**config.mk**
```make
export PLATFORM = sky130hd
export DESIGN_NAME = timer_channel_mode_and_value_regs
export DESIGN_NICKNAME = d
export VERILOG_FILES = /design/src/rtl/tcmvr_pkg.sv /design/src/rtl/timer_channel_mode_and_value_regs.sv
export SDC_FILE = /design/constraint.sdc
export NUM_CORES = 1
export LEC_CHECK = 0
export ABC_CLOCK_PERIOD_IN_PS = 5670
export BUFFER_PORTS_ARGS = -buffer_cell sky130_fd_sc_hd__buf_2
export CAP_MARGIN = 20
export CORE_ASPECT_RATIO = 1.2
export CORE_MARGIN = 2
export CORE_UTILIZATION = 29
export CTS_CLUSTER_DIAMETER = 40
export DETAILED_ROUTE_END_ITERATION = 10
export PLACE_DENSITY = 0.52
export SETUP_SLACK_MARGIN = 0.1
export SLEW_MARGIN = 20
export SYNTH_ARGS = -nofsm -noshare
export SYNTH_HDL_FRONTEND = slang
export SYNTH_SLANG_ARGS = --single-unit
```
**constraint.sdc**
```tcl
create_clock -name clk -period 5.67 [get_ports clk]
set_input_delay 0.8505 -clock clk [delete_from_list [all_inputs] [get_ports clk]]
set_output_delay 0.8505 -clock clk [all_outputs]
set_load 0.1 [all_outputs]
```
**src/rtl/tcmvr_pkg.sv**
```systemverilog
package tcmvr_pkg;
	localparam logic [1:0] ADDR_STATUS_CONTROL = 2'h0;
	localparam logic [1:0] ADDR_VALUE_HIGH     = 2'h1;
	localparam logic [1:0] ADDR_VALUE_LOW      = 2'h2;
	localparam int         SC_IE_BIT           = 6;
	localparam int         SC_MSB_BIT          = 5;
	localparam int         SC_MSA_BIT          = 4;
	localparam int         SC_ELS_HI_BIT       = 3;
	localparam int         SC_ELS_LO_BIT       = 2;
	localparam logic [7:0] SC_WRITE_MASK       = 8'h7C;
	localparam logic [7:0] SC_RESET            = 8'h00;
	localparam logic [15:0] VALUE_RESET        = 16'h0000;
	localparam logic [15:0] FREE_RUN_MODULO    = 16'h0000;
	localparam logic [15:0] FREE_RUN_PRE_TOP   = 16'hFFFE;
	localparam logic [15:0] COUNT_ZERO         = 16'h0000;
	localparam logic [1:0] CLKS_NONE           = 2'h0;
	localparam logic [1:0] ELS_RELEASE         = 2'h0;
	localparam logic [1:0] ELS_RISE            = 2'h1;
	localparam logic [1:0] ELS_FALL            = 2'h2;
	localparam logic [1:0] ELS_BOTH            = 2'h3;

	typedef enum logic [2:0] {
		MODE_GPIO,
		MODE_CAPTURE,
		MODE_COMPARE,
		MODE_EDGE_ALIGNED_PWM_MODE,
		MODE_CENTER_ALIGNED_PWM_MODE
	} tcmvr_mode_t;
endpackage

```
**src/rtl/timer_channel_mode_and_value_regs.sv**
```systemverilog
// Summary of operation
// - Without center PWM and mode select B, mode select A picks capture/compare.
// - Edge/level code 00 releases the pin from the timer entirely.
// - Capture edge: 01 rising, 10 falling, 11 either.
// - Compare match action: 01 toggle, 10 drive low, 11 drive high.
// - Mode select B set gives edge PWM; 10 high-true, X1 low-true.
// - Center PWM select gives center PWM; compare-up clears or sets.
// - Reset clears both value bytes.
// - Capture-mode read latches both bytes until the other byte is read.
// - Status/control write resets read and write latches, debug or not.
// - Value writes are ignored in input capture mode.
// - Debug freezes the read latch state unless status/control is written.
// - Debug reads return the live register, not the buffer.
// - Compare/PWM writes buffer; register loads after both bytes written.
// - With no clock source the second byte write loads at once.
// - Compare mode with clock loads at the next counter change.
// - PWM with clock loads as counter steps from modulo-1 to modulo, or from FFFE to FFFF when modulo is 0.
// - Debug writes go straight into the value register.
// - Debug writes leave a partial buffered sequence intact.
// - Center PWM select forces center PWM on the channel unless edge/level code is 00.
// - Clock source 00 none, 01 bus, 10 fixed, 11 external.
// - Active capture edge copies the counter into the value register.
`timescale 1ns/1ps
module timer_channel_mode_and_value_regs (
	input  wire logic                clk,
	input  wire logic                rst_n,
	input  wire logic [1:0]          addr,
	input  wire logic [7:0]          wdata,
	input  wire logic                wr,
	input  wire logic                rd,
	output logic      [7:0]          rdata,
	input  wire logic                centerPwmSelect,
	input  wire logic [1:0]          clockSourceSelect,
	input  wire logic                backgroundDebugMode,
	input  wire logic [15:0]         counterValue,
	input  wire logic                counterTick,
	input  wire logic                countDown,
	input  wire logic [15:0]         counterModulo,
	input  wire logic                pinIn,
	output logic                     pinOut,
	output logic                     pinOe_n,
	output logic [15:0]              channelValue,
	output logic                     captureEvent,
	output logic                     compareEvent,
	output tcmvr_pkg::tcmvr_mode_t   channelMode
);
	import tcmvr_pkg::*;

	logic [7:0]  sc_q;
	logic [15:0] value_q;
	logic [15:0] rdBuf_q;
	logic        rdLatched_q;
	logic        rdWaitHigh_q;
	logic [15:0] wrBuf_q;
	logic [15:0] wrBuf_d;
	logic        wrHighDone_q;
	logic        wrLowDone_q;
	logic        loadPending_q;
	logic        pinPrev_q;
	logic        pinOut_q;
	logic [7:0]  rdata_q;
	logic        capEvt_q;
	logic        cmpEvt_q;
	tcmvr_mode_t mode;
	logic [1:0]  els;
	logic        scWrite;
	logic        valWrite;
	logic        valRead;
	logic        isHigh;
	logic        background_debug_mode;
	logic        capMode;
	logic        secondByte;
	logic        loadTrigger;
	logic        loadNow;
	logic        rise;
	logic        fall;
	logic        captureHit;
	logic        match;
	logic        highTrue;

	function automatic tcmvr_mode_t decodeMode(input logic center_aligned_pwm_mode,
		input logic [7:0] sc);
		tcmvr_mode_t m;
		m = MODE_GPIO;
		if (sc[SC_ELS_HI_BIT:SC_ELS_LO_BIT] == ELS_RELEASE) begin
			m = MODE_GPIO;
		end else if (center_aligned_pwm_mode) begin
			m = MODE_CENTER_ALIGNED_PWM_MODE;
		end else if (sc[SC_MSB_BIT]) begin
			m = MODE_EDGE_ALIGNED_PWM_MODE;
		end else if (sc[SC_MSA_BIT]) begin
			m = MODE_COMPARE;
		end else begin
			m = MODE_CAPTURE;
		end
		return m;
	endfunction

	function automatic logic [15:0] preTop(input logic [15:0] modulo);
		return (modulo == FREE_RUN_MODULO) ? FREE_RUN_PRE_TOP :
			16'(modulo - 16'h0001);
	endfunction

	assign mode     = decodeMode(centerPwmSelect, sc_q);
	assign els      = sc_q[SC_ELS_HI_BIT:SC_ELS_LO_BIT];
	assign background_debug_mode      = backgroundDebugMode;
	assign capMode  = (mode == MODE_CAPTURE);
	assign scWrite  = wr && (addr == ADDR_STATUS_CONTROL);
	assign isHigh   = (addr == ADDR_VALUE_HIGH);
	assign valWrite = wr && (isHigh || addr == ADDR_VALUE_LOW);
	assign valRead  = rd && (isHigh || addr == ADDR_VALUE_LOW);
	assign wrBuf_d  = isHigh ? {wdata, wrBuf_q[7:0]} :
		{wrBuf_q[15:8], wdata};
	// Second byte of a buffered pair, outside debug and capture
	assign secondByte = valWrite && !background_debug_mode && !capMode &&
		(isHigh ? wrLowDone_q : wrHighDone_q);
	// Deferred load point depends on clock source and mode
	always_comb begin
		loadTrigger = 1'b0;
		if (clockSourceSelect == CLKS_NONE) begin
			loadTrigger = 1'b1;
		end else if (mode == MODE_EDGE_ALIGNED_PWM_MODE || mode == MODE_CENTER_ALIGNED_PWM_MODE) begin
			loadTrigger = counterTick &&
				(counterValue == preTop(counterModulo));
		end else begin
			loadTrigger = counterTick;
		end
	end
	assign loadNow = loadPending_q && loadTrigger;

	assign rise       = pinIn && !pinPrev_q;
	assign fall       = !pinIn && pinPrev_q;
	assign captureHit = capMode && ((els == ELS_RISE && rise) ||
		(els == ELS_FALL && fall) ||
		(els == ELS_BOTH && (rise || fall)));
	assign match    = counterTick && (counterValue == value_q);
	assign highTrue = (els == ELS_FALL);

	always_ff @(posedge clk) begin
		if (!rst_n) begin
			sc_q <= SC_RESET;
		end else if (scWrite) begin
			sc_q <= wdata & SC_WRITE_MASK;
		end
	end

	always_ff @(posedge clk) begin
		if (!rst_n) begin
			value_q <= VALUE_RESET;
		end else if (captureHit) begin
			value_q <= counterValue;
		end else if (valWrite && background_debug_mode && !capMode) begin
			if (isHigh) begin
				value_q[15:8] <= wdata;
			end else begin
				value_q[7:0] <= wdata;
			end
		end else if (secondByte && clockSourceSelect == CLKS_NONE) begin
			value_q <= wrBuf_d;
		end else if (loadNow) begin
			value_q <= wrBuf_q;
		end
	end

	// Write coherency buffer; debug writes leave it untouched
	always_ff @(posedge clk) begin
		if (!rst_n) begin
			wrBuf_q       <= VALUE_RESET;
			wrHighDone_q  <= 1'b0;
			wrLowDone_q   <= 1'b0;
			loadPending_q <= 1'b0;
		end else if (scWrite) begin
			wrHighDone_q  <= 1'b0;
			wrLowDone_q   <= 1'b0;
			loadPending_q <= 1'b0;
		end else if (valWrite && !background_debug_mode && !capMode) begin
			wrBuf_q <= wrBuf_d;
			// A first byte landing on the load edge must not re-arm it
			if (loadNow) begin
				loadPending_q <= 1'b0;
			end
			if (secondByte) begin
				wrHighDone_q  <= 1'b0;
				wrLowDone_q   <= 1'b0;
				loadPending_q <= (clockSourceSelect != CLKS_NONE);
			end else if (isHigh) begin
				wrHighDone_q <= 1'b1;
			end else begin
				wrLowDone_q <= 1'b1;
			end
		end else if (loadNow && !(valWrite && background_debug_mode)) begin
			// Debug write wins the register, so the load stays pending
			loadPending_q <= 1'b0;
		end
	end

	// Read coherency latch, frozen in debug
	always_ff @(posedge clk) begin
		if (!rst_n) begin
			rdBuf_q      <= VALUE_RESET;
			rdLatched_q  <= 1'b0;
			rdWaitHigh_q <= 1'b0;
		end else if (scWrite) begin
			rdLatched_q  <= 1'b0;
			rdWaitHigh_q <= 1'b0;
		end else if (valRead && capMode && !background_debug_mode) begin
			if (!rdLatched_q) begin
				rdBuf_q      <= value_q;
				rdLatched_q  <= 1'b1;
				rdWaitHigh_q <= !isHigh;
			end else if (isHigh == rdWaitHigh_q) begin
				rdLatched_q <= 1'b0;
			end
		end
	end

	always_ff @(posedge clk) begin
		if (!rst_n) begin
			rdata_q <= 8'h00;
		end else if (rd) begin
			case (addr)
				ADDR_STATUS_CONTROL: rdata_q <= sc_q;
				ADDR_VALUE_HIGH: begin
					rdata_q <= (rdLatched_q && capMode && !background_debug_mode) ?
						rdBuf_q[15:8] : value_q[15:8];
				end
				ADDR_VALUE_LOW: begin
					rdata_q <= (rdLatched_q && capMode && !background_debug_mode) ?
						rdBuf_q[7:0] : value_q[7:0];
				end
				default: rdata_q <= 8'h00;
			endcase
		end else begin
			rdata_q <= 8'h00;
		end
	end

	always_ff @(posedge clk) begin
		if (!rst_n) begin
			pinPrev_q <= 1'b0;
		end else begin
			pinPrev_q <= pinIn;
		end
	end

	// Pin action per mode
	always_ff @(posedge clk) begin
		if (!rst_n) begin
			pinOut_q <= 1'b0;
		end else begin
			case (mode)
				MODE_COMPARE: begin
					if (match) begin
						case (els)
							ELS_RISE: pinOut_q <= !pinOut_q;
							ELS_FALL: pinOut_q <= 1'b0;
							default:  pinOut_q <= 1'b1;
						endcase
					end
				end
				MODE_EDGE_ALIGNED_PWM_MODE: begin
					if (match) begin
						pinOut_q <= !highTrue;
					end else if (counterTick && counterValue == COUNT_ZERO) begin
						pinOut_q <= highTrue;
					end
				end
				MODE_CENTER_ALIGNED_PWM_MODE: begin
					if (match) begin
						pinOut_q <= countDown ? highTrue : !highTrue;
					end
				end
				default: pinOut_q <= pinOut_q;
			endcase
		end
	end

	always_ff @(posedge clk) begin
		if (!rst_n) begin
			capEvt_q <= 1'b0;
			cmpEvt_q <= 1'b0;
		end else begin
			capEvt_q <= captureHit;
			cmpEvt_q <= match && !capMode && mode != MODE_GPIO;
		end
	end

	assign rdata        = rdata_q;
	assign pinOut       = pinOut_q;
	assign pinOe_n      = (mode == MODE_GPIO) || capMode;
	assign channelValue = value_q;
	assign captureEvent = capEvt_q;
	assign compareEvent = cmpEvt_q;
	assign channelMode  = mode;
endmodule

```
After elaboration in Yosys (flattened, before gate mapping)
Cells that the tools add are included.

operators by class
  add/subtract/negate cells = 1
  equality and inequality tests = 19
  multiplexer cells = 35
  bitwise gates (word level) = 3
  reductions and logical operators = 63

operators by type and width
  operator                 count
  $mux W16                 6
  $eq A16 B16 Y1           2
  $logic_not A16 Y1        2
  $mux W8                  4
  $logic_and A1 B1 Y1      26
  $pmux W8 S3              1
  $mux W1                  18
  $reduce_and A2 Y1        8
  $sub A16 B1 Y16 const B  1
  $ne A3 B3 Y1 const B     3
  $logic_not A1 Y1         8
  $eq A2 B2 Y1 const B     3
  $eq A3 B2 Y1 const B     2
  $logic_not A2 Y1         3
  $logic_or A1 B1 Y1       6
  $mux W3                  2
  $reduce_bool A2 Y1       3
  $reduce_bool A3 Y1       2
  $eq A2 B1 Y1 const B     2
  $mux W2                  2
  $ne A2 B2 Y1 const B     2
  $reduce_and A4 Y1        1
  $reduce_bool A4 Y1       1
  $eq A3 B1 Y1 const B     1
  other kinds (10)         12

word-level totals
  register bits = 70
  bits of input ports = 53
  output and inout bits = 31
  word-level logic and storage cells = 136

Longest topological paths before layout
Gate-level depths: netlist of the first run.

  depth in word-level cells = 13
  gate-level depth with buffers = 14
  mapped depth without buffers = 11

Least setup slack after synthesis of the first run
No wires, ideal clock.

  path type = input -> output
  from = input centerPwmSelect
  to = output channelMode[0]
  arrival = 3.279 ns
  slack = 1.541 ns
  stages = 2
  path buffers = 1
  path through = clkbuf_1 > a211oi_1

between the ends
  word-level cells in the longest chain between the ends = 2

RTL lines
  item                RTL line                                 RTL
  start: declaration  timer_channel_mode_and_value_regs.sv:32  input wire logic centerPwmSelect,
  $mux W3             timer_channel_mode_and_value_regs.sv:87  end else if (center_aligned_pwm_mode) begin
  $mux W3             timer_channel_mode_and_value_regs.sv:85  if (sc[SC_ELS_HI_BIT:SC_ELS_LO_BIT] == ELS_RELEASE) begin
  end: declaration    timer_channel_mode_and_value_regs.sv:45  output tcmvr_pkg::tcmvr_mode_t channelMode

Every way passes these cells.

Worst setup path in the final report of the first run
  from = input counterModulo[0]
  to = register value_q[3] (netlist: channelValue[3])

between the ends
  word-level cells in the longest chain between the ends = 9

RTL lines
  item                                                         RTL line                                                                            RTL
  start: declaration                                           timer_channel_mode_and_value_regs.sv:38                                             input wire logic [15:0] counterModulo,
  $sub A16 B1 Y16 / $logic_not A16 Y1 (equally long branches)  timer_channel_mode_and_value_regs.sv:101, timer_channel_mode_and_value_regs.sv:100
  $mux W16 (*)                                                 timer_channel_mode_and_value_regs.sv:100                                            return (modulo == FREE_RUN_MODULO) ? FREE_RUN_PRE_TOP :
  $eq A16 B16 Y1 (*)                                           timer_channel_mode_and_value_regs.sv:124                                            (counterValue == preTop(counterModulo));
  $logic_and A1 B1 Y1 (*)                                      timer_channel_mode_and_value_regs.sv:123                                            loadTrigger = counterTick &&
  $mux W1 (*)                                                  timer_channel_mode_and_value_regs.sv:122                                            end else if (mode == MODE_EDGE_ALIGNED_PWM_MODE || mode == MODE_CENTER_ALIGNED_PWM_MODE) begin
  $mux W1 (*)                                                  timer_channel_mode_and_value_regs.sv:120                                            if (clockSourceSelect == CLKS_NONE) begin
  $logic_and A1 B1 Y1 (*)                                      timer_channel_mode_and_value_regs.sv:129                                            assign loadNow = loadPending_q && loadTrigger;
  $reduce_bool A4 Y1 (no source line) (*)                      -
  $reduce_and A2 Y1 (no source line) (*)                       -
  end signal: assignment                                       timer_channel_mode_and_value_regs.sv:151                                            value_q <= counterValue;
  end signal: assignment                                       timer_channel_mode_and_value_regs.sv:156                                            value_q[7:0] <= wdata;
  end signal: assignment                                       timer_channel_mode_and_value_regs.sv:159                                            value_q <= wrBuf_d;
  end: declaration                                             timer_channel_mode_and_value_regs.sv:50                                             logic [15:0] value_q;

Every way passes the cells marked *; elsewhere a longest branch is shown, timed or not.
A chain may end at the register's enable or synchronous reset.

==> results.py, run 1 <==
metrics = {
    "run_status": {
        "outcome": "complete, no violations",
    },
    "sta": {
        "hold_viol": 0,
        "relSlewSlack_pct": 27.7,
        "finalCritPeriodShare_pct": 65.3,
        "clock_skew_ps": 4.13,
        "fmax_mhz": 270,
        "rsz0062_at_grt": "no",
        "worstMarginPinSlew_ps": 1070,
        "fin_crit_ps": 3700,
        "drv_slew": 0,
        "setup_tns_ps": 0,
        "setup_violations": 0,
    },
    "floorplanning": {
        "num_io_pins": 84,
        "row_count": 49,
        "initial_core_util_pct": 29.7,
        "core_area_mm2": 0.0151,
        "die_w_um": 118,
        "dieArea_mm2": 0.0165,
        "die_h_um": 140,
    },
    "setup_path": {
        "max_stage_delay_ps": 710,
        "r2r-start": "sc_q[2]",
        "cp-start-kind": "input port",
        "path_max_fanout": 32,
        "cp.arrival_ps": 3950,
        "rr_endpoint": "channelValue[3]",
        "critPathRequiredTime_ps": 5910,
        "setup.worst_path.class": "input port to register",
        "critPathBufInv": 2,
        "path_cells": "buf_2 > inv_1 > ha_1 > or3b_1 > or4_4 > xor2_1 > o21bai_1 > a311oi_1 > and4_4 > a21oi_4 > o211ai_1 > o31ai_1",
        "cp_top_family": "compound AO/OA/AOI/OAI gates",
        "r2r_setup_slack_ps": 2460,
        "ff2ff_path_depth": 9,
        "critPathSlowestCell": "a21oi_4",
        "end_kind": "register",
    },
    "global_route": {
        "grt_max_degree": 42,
        "grt_first_pass_wirelength_mm": 21.8,
        "grt.overflow.total": 0,
        "antenna_found_initial": 0,
        "grt_pass1_vias": 3941,
        "track_usage_pct": 16.8,
    },
    "logic_synthesis": {
        "synth-seq-cells": 70,
        "synth_cells": 538,
        "ys.flop_type": "dfxtp_1",
        "syn-num-nets": 598,
        "async_flop_share_pct": 0,
        "synth_edf_count": 0,
        "syn_area_per_cell_um2": 8.33,
        "syn_area_mm2": 0.00448,
        "yosysUniqueCellTypes": 62,
        "ys_warn_count": 0,
        "ys_seq_area_share_pct": 31.3,
    },
    "clocking": {
        "cts_max_level": 3,
        "ctsResizeCount": 0,
        "post-cts-setup-buffers": 0,
        "hold_buffers": 0,
        "cts_buffers": 9,
        "clkTransAtPathRegs_ps": 60,
        "clk_latency_ps": 330,
        "cts_tree": "done",
        "cts_num_sinks": 70,
        "cts_buffer_depth": 2,
        "root_buffer": "clkbuf_16",
    },
    "cells_and_area": {
        "fillCellCount": 1639,
        "seq_area_mm2": 0.00140,
        "area_delta_synth_final_pct": 17.6,
        "final_core_util_pct": 35.0,
        "final_cell_mix": "buf_2, nand2_1, dfxtp_1",
        "drive_above_1_share_pct": 23.0,
        "layout_commonest_cell": "buf_2",
        "diodes": 0,
        "multi_input_area_mm2": 0.00283,
        "finalNetCount": 650,
    },
    "detailed_routing": {
        "drc_errors": 0,
        "antenna_left": 0,
        "vias_per_cell": 5.21,
        "dr_wl_met3_um": 619,
        "wl_per_cell_um": 17.4,
        "via_count": 4165,
        "highest_layer": "met4",
        "drt_pass1_iterations": 5,
        "wl_met1_mm": 6.04,
        "drtIter0Drc": 341,
        "met2WireLength_mm": 7.07,
        "wirelength_mm": 13.9,
    },
    "place": {
        "dpl.hpwl_mm": 10.4,
        "portBuffers": 83,
        "gp_congestion": 0.899,
    },
    "power_and_ir_drop": {
        "peakVddDrop_uv": 151,
        "powerDensity_mw_per_mm2": 234,
        "leakage_nw": 2.16,
        "p_total_mw": 1.24,
    },
    "worst_hold_path": {
        "hold_class": "register to register",
        "min_path_cells": 2,
        "min-delay-start": "rdBuf_q[11]",
        "hold_end": "rdBuf_q[11]",
    },
    "flow_run": {
        "drv_cap": 0,
    },
}
==> routing by layer <==
layer	GRT usage [%]	up-vias
li1	-	2076
met1	21.7	1964
met2	29.0	113
met3	2.36	12
met4	5.01	0
met5	0	-
==> metrics by stage <==
step	hold slack (ps)	worst slack, ps	instances	cell area [µm²]
2_1_floorplan	434	1540	538	4480
3_3_place_gp	439	1720	782	4950
3_5_place_dp	446	1650	782	4960
4_1_cts	454	1980	798	5250
5_1_grt	471	1740	799	5270
6_report	450	1970	799	5270
==> worst register-to-register path, stage by stage (launching register included) <==
cell and delay, ps:
dfxtp_1 580, nor2_1 200, or4_1 570, nand3_1 220, nor3_1 140, a21oi_1 200
nand2_1 160, a21oi_4 730, o211ai_1 210, o31ai_1 110
==> state kept, by name, indices dropped and copies added, names as in the netlist <==
name and count:
rdata 8, compareEvent 1, rdWaitHigh_q 1, pinPrev_q 1
wrBuf_q 16, sc_q 5, captureEvent 1, pinOut 1
rdLatched_q 1, wrHighDone_q 1, channelValue 16, rdBuf_q 16
wrLowDone_q 1, loadPending_q 1
==> report_power, final <==
group          leakage (nW)  switching (mW)  internal (mW)
clock                 0.141           0.219          0.333
sequential            0.565         0.00746          0.498
combinational          1.45           0.118         0.0599
total                  2.16           0.345          0.891
==> logic make-up (layout without fill, tap and decap cells) <==
kind of cell	after synthesis	in the layout	share of synthesized area [%]
DFF	70	70	31.3
muxes	51	51	11.8
adders and majority gates	7	7	1.95
xor gates and xnor gates	32	32	6.56
and+or+nand+nor	194	194	21.6
AOI/OAI and AO/OA	127	127	21.1
buffers and inverters	57	114	5.69
==> cell type report <==
type / instances / area share (%)
clock buffers: 12 / 5.05
clock inverters: 4 / 0.546
inverters: 13 / 0.925
multi-input cells: 411 / 53.7
flip-flops and latches: 70 / 26.6
well taps: 204 / 4.84
repair buffers: 85 / 8.31
==> cells in the mapped netlist, types with 4 or more instances <==
cell | n | area [µm²]
xnor2_1 | 17 | 149
o21ai_1 | 4 | 20.0
o211ai_1 | 30 | 225
ha_1 | 7 | 87.6
or4_1 | 6 | 45.0
nor2_1 | 44 | 165
o31ai_1 | 14 | 105
a222oi_1 | 5 | 50.1
nor4b_1 | 4 | 35.0
a21oi_1 | 32 | 160
nand3_1 | 11 | 55.1
nand3b_1 | 4 | 30.0
nor4_1 | 12 | 75.1
nand2_1 | 71 | 267
clkbuf_1 | 35 | 131
mux2i_1 | 35 | 350
o31ai_2 | 4 | 50.1
or3_1 | 5 | 31.3
dfxtp_1 | 70 | 1400
buf_6 | 5 | 56.3
inv_1 | 13 | 48.8
nor3_1 | 12 | 60.1
o211ai_2 | 4 | 50.1
mux2_2 | 16 | 180
o21ai_0 | 6 | 30.0
nand4_1 | 5 | 31.3
xor2_1 | 14 | 123
==> worst max-delay path by stage <==
| stage | from | end | slack (ps) | cells after the start |
|---|---|---|---|---|
| floorplan | centerPwmSelect | channelMode[0] | 1540 | 2 |
| global placement | counterModulo[0] | channelValue[4] | 1720 | 12 |
| detailed placement | counterModulo[0] | channelValue[12] | 1650 | 12 |
| CTS | counterModulo[0] | channelValue[12] | 1980 | 12 |
| global route | counterModulo[0] | channelValue[0] | 1740 | 12 |
| finish | counterModulo[0] | channelValue[3] | 1970 | 12 |
Power figures use the tool's default switching activity.
==> run 2, diff against run 1 <==
- ABC_AREA: unset -> 1
- ABC_CLOCK_PERIOD_IN_PS: 5670 -> 3650
- clock period: 5.67 -> 3.65 ns (I/O delays scaled with it)
==> run 2 against run 1 <==
  * Critical path depth is 9 higher
  * Cell area grew 5.4%
  * Global-route usage is 3.1 points higher
  * Cell count increased by 31%
  * Flip-flop and latch count is the same
  * Via count is 22% higher
  * Hold slack got worse by 45 ps
  * Synthesized cell count grew 40%
  * Setup slack lost 1100 ps
  * Die area up 3.3%
  * Sequential share of layout area fell by 1.4 points
  * Wire length increased by 18%
  * Largest cell class unchanged
  * Highest routed layer unchanged
==> results.py, run 2 <==
metrics = {
    "clocking": {
        "cts_tree": "done",
        "clkTransAtPathRegs_ps": 70,
        "cts_buffers": 9,
        "post-cts-setup-buffers": 0,
        "cts_max_level": 3,
        "cts_buffer_depth": 2,
        "cts_num_sinks": 70,
        "clk_latency_ps": 350,
        "ctsResizeCount": 0,
        "root_buffer": "clkbuf_16",
        "hold_buffers": 0,
    },
    "cells_and_area": {
        "fillCellCount": 1794,
        "area_delta_synth_final_pct": 19.9,
        "fin_area_mm2": 0.00556,
        "drive_above_1_share_pct": 16.8,
        "diodes": 0,
        "layout_commonest_cell": "nand2_1",
        "final_cell_mix": "nand2_1, inv_1, o21ai_0",
        "final_core_util_pct": 35.5,
        "finalNetCount": 890,
    },
    "worst_hold_path": {
        "hold_class": "input port to register",
        "min_path_cells": 3,
    },
    "floorplanning": {
        "dieArea_mm2": 0.0170,
        "die_h_um": 143,
        "core_area_mm2": 0.0156,
        "initial_core_util_pct": 29.6,
        "row_count": 50,
        "die_w_um": 119,
        "num_io_pins": 84,
    },
    "logic_synthesis": {
        "synth_common_cells": "nand2_1, inv_1, o21ai_0, a21oi_1",
        "syn_area_per_cell_um2": 6.16,
        "syn-num-nets": 812,
        "ys_warn_count": 0,
        "synthTopCellsByArea": "dfxtp_1, nand2_1, o21ai_0, a21oi_1, inv_1",
        "synth-seq-cells": 70,
        "synth_cells": 752,
        "synth_edf_count": 0,
        "yosys.area.top_type": "dfxtp_1",
        "ys_seq_area_share_pct": 30.2,
        "ys.flop_type": "dfxtp_1",
        "yosysUniqueCellTypes": 35,
        "syn_area_mm2": 0.00464,
        "synth_top_area_share_pct": 30.2,
        "yosysMostFrequentCell": "nand2_1",
        "async_flop_share_pct": 0,
    },
    "setup_path": {
        "path_max_fanout": 15,
        "end_kind": "register",
        "cp_num_cells": 21,
        "max_stage_delay_ps": 340,
        "path_cells": "buf_2 > inv_1 > ha_1 > nand2_2 > nor2_1 > nand2_1 > nand2_1 > nand2_1 > a21oi_1 > nand2_1 > nor2_1 > nand3_1 > nand2_1 > nand2_1 > nand2_1 > nand2_2 > nand2_4 > nand2_4 > nand2_1 > nand2_1 > nor2_1",
        "critPathBufInv": 2,
        "cp.arrival_ps": 3030,
        "critPathSlowestCell": "ha_1",
        "cp_top_family": "simple AND/OR/NAND/NOR gates",
        "setup.worst_path.class": "input port to register",
        "ff2ff_path_depth": 14,
        "cp_common_cell": "nand2_1",
        "cp-start-kind": "input port",
        "critPathRequiredTime_ps": 3940,
    },
    "sta": {
        "fmax_mhz": 364,
        "setup_violations": 0,
        "finalWorstSetupSlack_ps": 906,
        "finalCritPeriodShare_pct": 75.2,
        "worstMarginPinSlew_ps": 755,
        "drv_slew": 0,
        "clock_skew_ps": 7.74,
        "hold_viol": 0,
        "relSlewSlack_pct": 49.6,
        "fin_crit_ps": 2740,
        "setup_tns_ps": 0,
        "rsz0062_at_grt": "no",
    },
    "place": {
        "portBuffers": 83,
        "dpl.hpwl_mm": 13.0,
        "dp_slack_ps": 538,
        "postPlaceCellArea_mm2": 0.00527,
        "gp_congestion": 0.858,
    },
    "detailed_routing": {
        "wl_per_cell_um": 15.7,
        "drtIter0Drc": 305,
        "via_count": 5092,
        "drt_pass1_iterations": 5,
        "vias_per_cell": 4.88,
        "wirelength_mm": 16.4,
        "antenna_left": 0,
        "drc_errors": 0,
    },
    "global_route": {
        "track_usage_pct": 19.9,
        "grt_first_pass_wirelength_mm": 26.3,
        "grt_max_degree": 42,
        "grt_pass1_vias": 4929,
        "grt.overflow.total": 0,
        "antenna_found_initial": 0,
    },
    "power_and_ir_drop": {
        "peakVddDrop_uv": 183,
        "powerDensity_mw_per_mm2": 393,
        "leakage_nw": 2.69,
    },
    "run_status": {
        "outcome": "complete, no violations",
    },
    "flow_run": {
        "drv_cap": 0,
    },
}
-- run 2: cell count changes in the layout (fill, tap and decap cells not counted), sizes merged, moves of 12 or more --
cell | before | now
o211ai | 34 | 2
o21ai | 10 | 88
nor2 | 44 | 79
nand3 | 11 | 50
mux2 | 16 | 0
o31ai | 18 | 0
inv | 14 | 107
a21oi | 33 | 78
mux2i | 35 | 0
xnor2 | 17 | 1
nand2 | 71 | 176
nor4 | 14 | 2
-- run 2: cells by family after synthesis --
| logic type | share of synthesized area (%) |
|---|---|
| adders and majority gates | 1.89 |
| DFF | 30.2 |
| xor gates and xnor gates | 1.70 |
| buffers and inverters | 11.3 |
| and+or+nand+nor | 32.2 |
| AOI/OAI and AO/OA | 22.7 |
-- run 2: cell type report --
type	count	area [µm²]	area share [%]
inverter	105	394	7.09
multi-input combinational	550	2710	48.8
tap	208	260	4.68
sequential	70	1400	25.2
clock buffer	9	225	4.05
timing repair buffer	94	498	8.96
clock inverter	7	63.8	1.15
-- run 2: worst paths after layout --
path              slack [ps]                to        startpoint
hold / removal           400         pinPrev_q             pinIn
setup reg to reg        1110   channelValue[0]           sc_q[2]
setup / recovery         910  channelValue[14]  counterModulo[0]
hold reg to reg          460        wrBuf_q[7]        wrBuf_q[7]
-- run 2: power by group --
part           switching (mW)  internal [mW]  total, mW
combinational           0.375          0.126      0.500
sequential             0.0277          0.794      0.822
clock                   0.386          0.476      0.862
total                   0.788           1.40       2.18
-- run 2: worst register-to-register path, delay by kind of cell, from the launching register on --
kind	cells	cell delay, ps
simple gates	10	1400
buf+inv	1	280
compound gates	3	460
flops	1	380
-- run 2: per-layer routing --
| metal | vias up | track usage (%) | wire length [µm] |
|---|---|---|---|
| li1 | 2622 | - | - |
| met1 | 2282 | 25.3 | 7440 |
| met2 | 155 | 33.0 | 7440 |
| met3 | 33 | 3.61 | 921 |
| met4 | 0 | 8.67 | 581 |
| met5 | - | 0 | 0 |
-- run 2: metrics by stage --
step                cells  hold slack, ps  power (mW)
floorplan             752             438        1.19
global placement     1027             461        1.34
detailed placement   1027             458        1.34
CTS                  1043             408        2.20
global route         1043             419        2.28
finish               1043             405        2.18
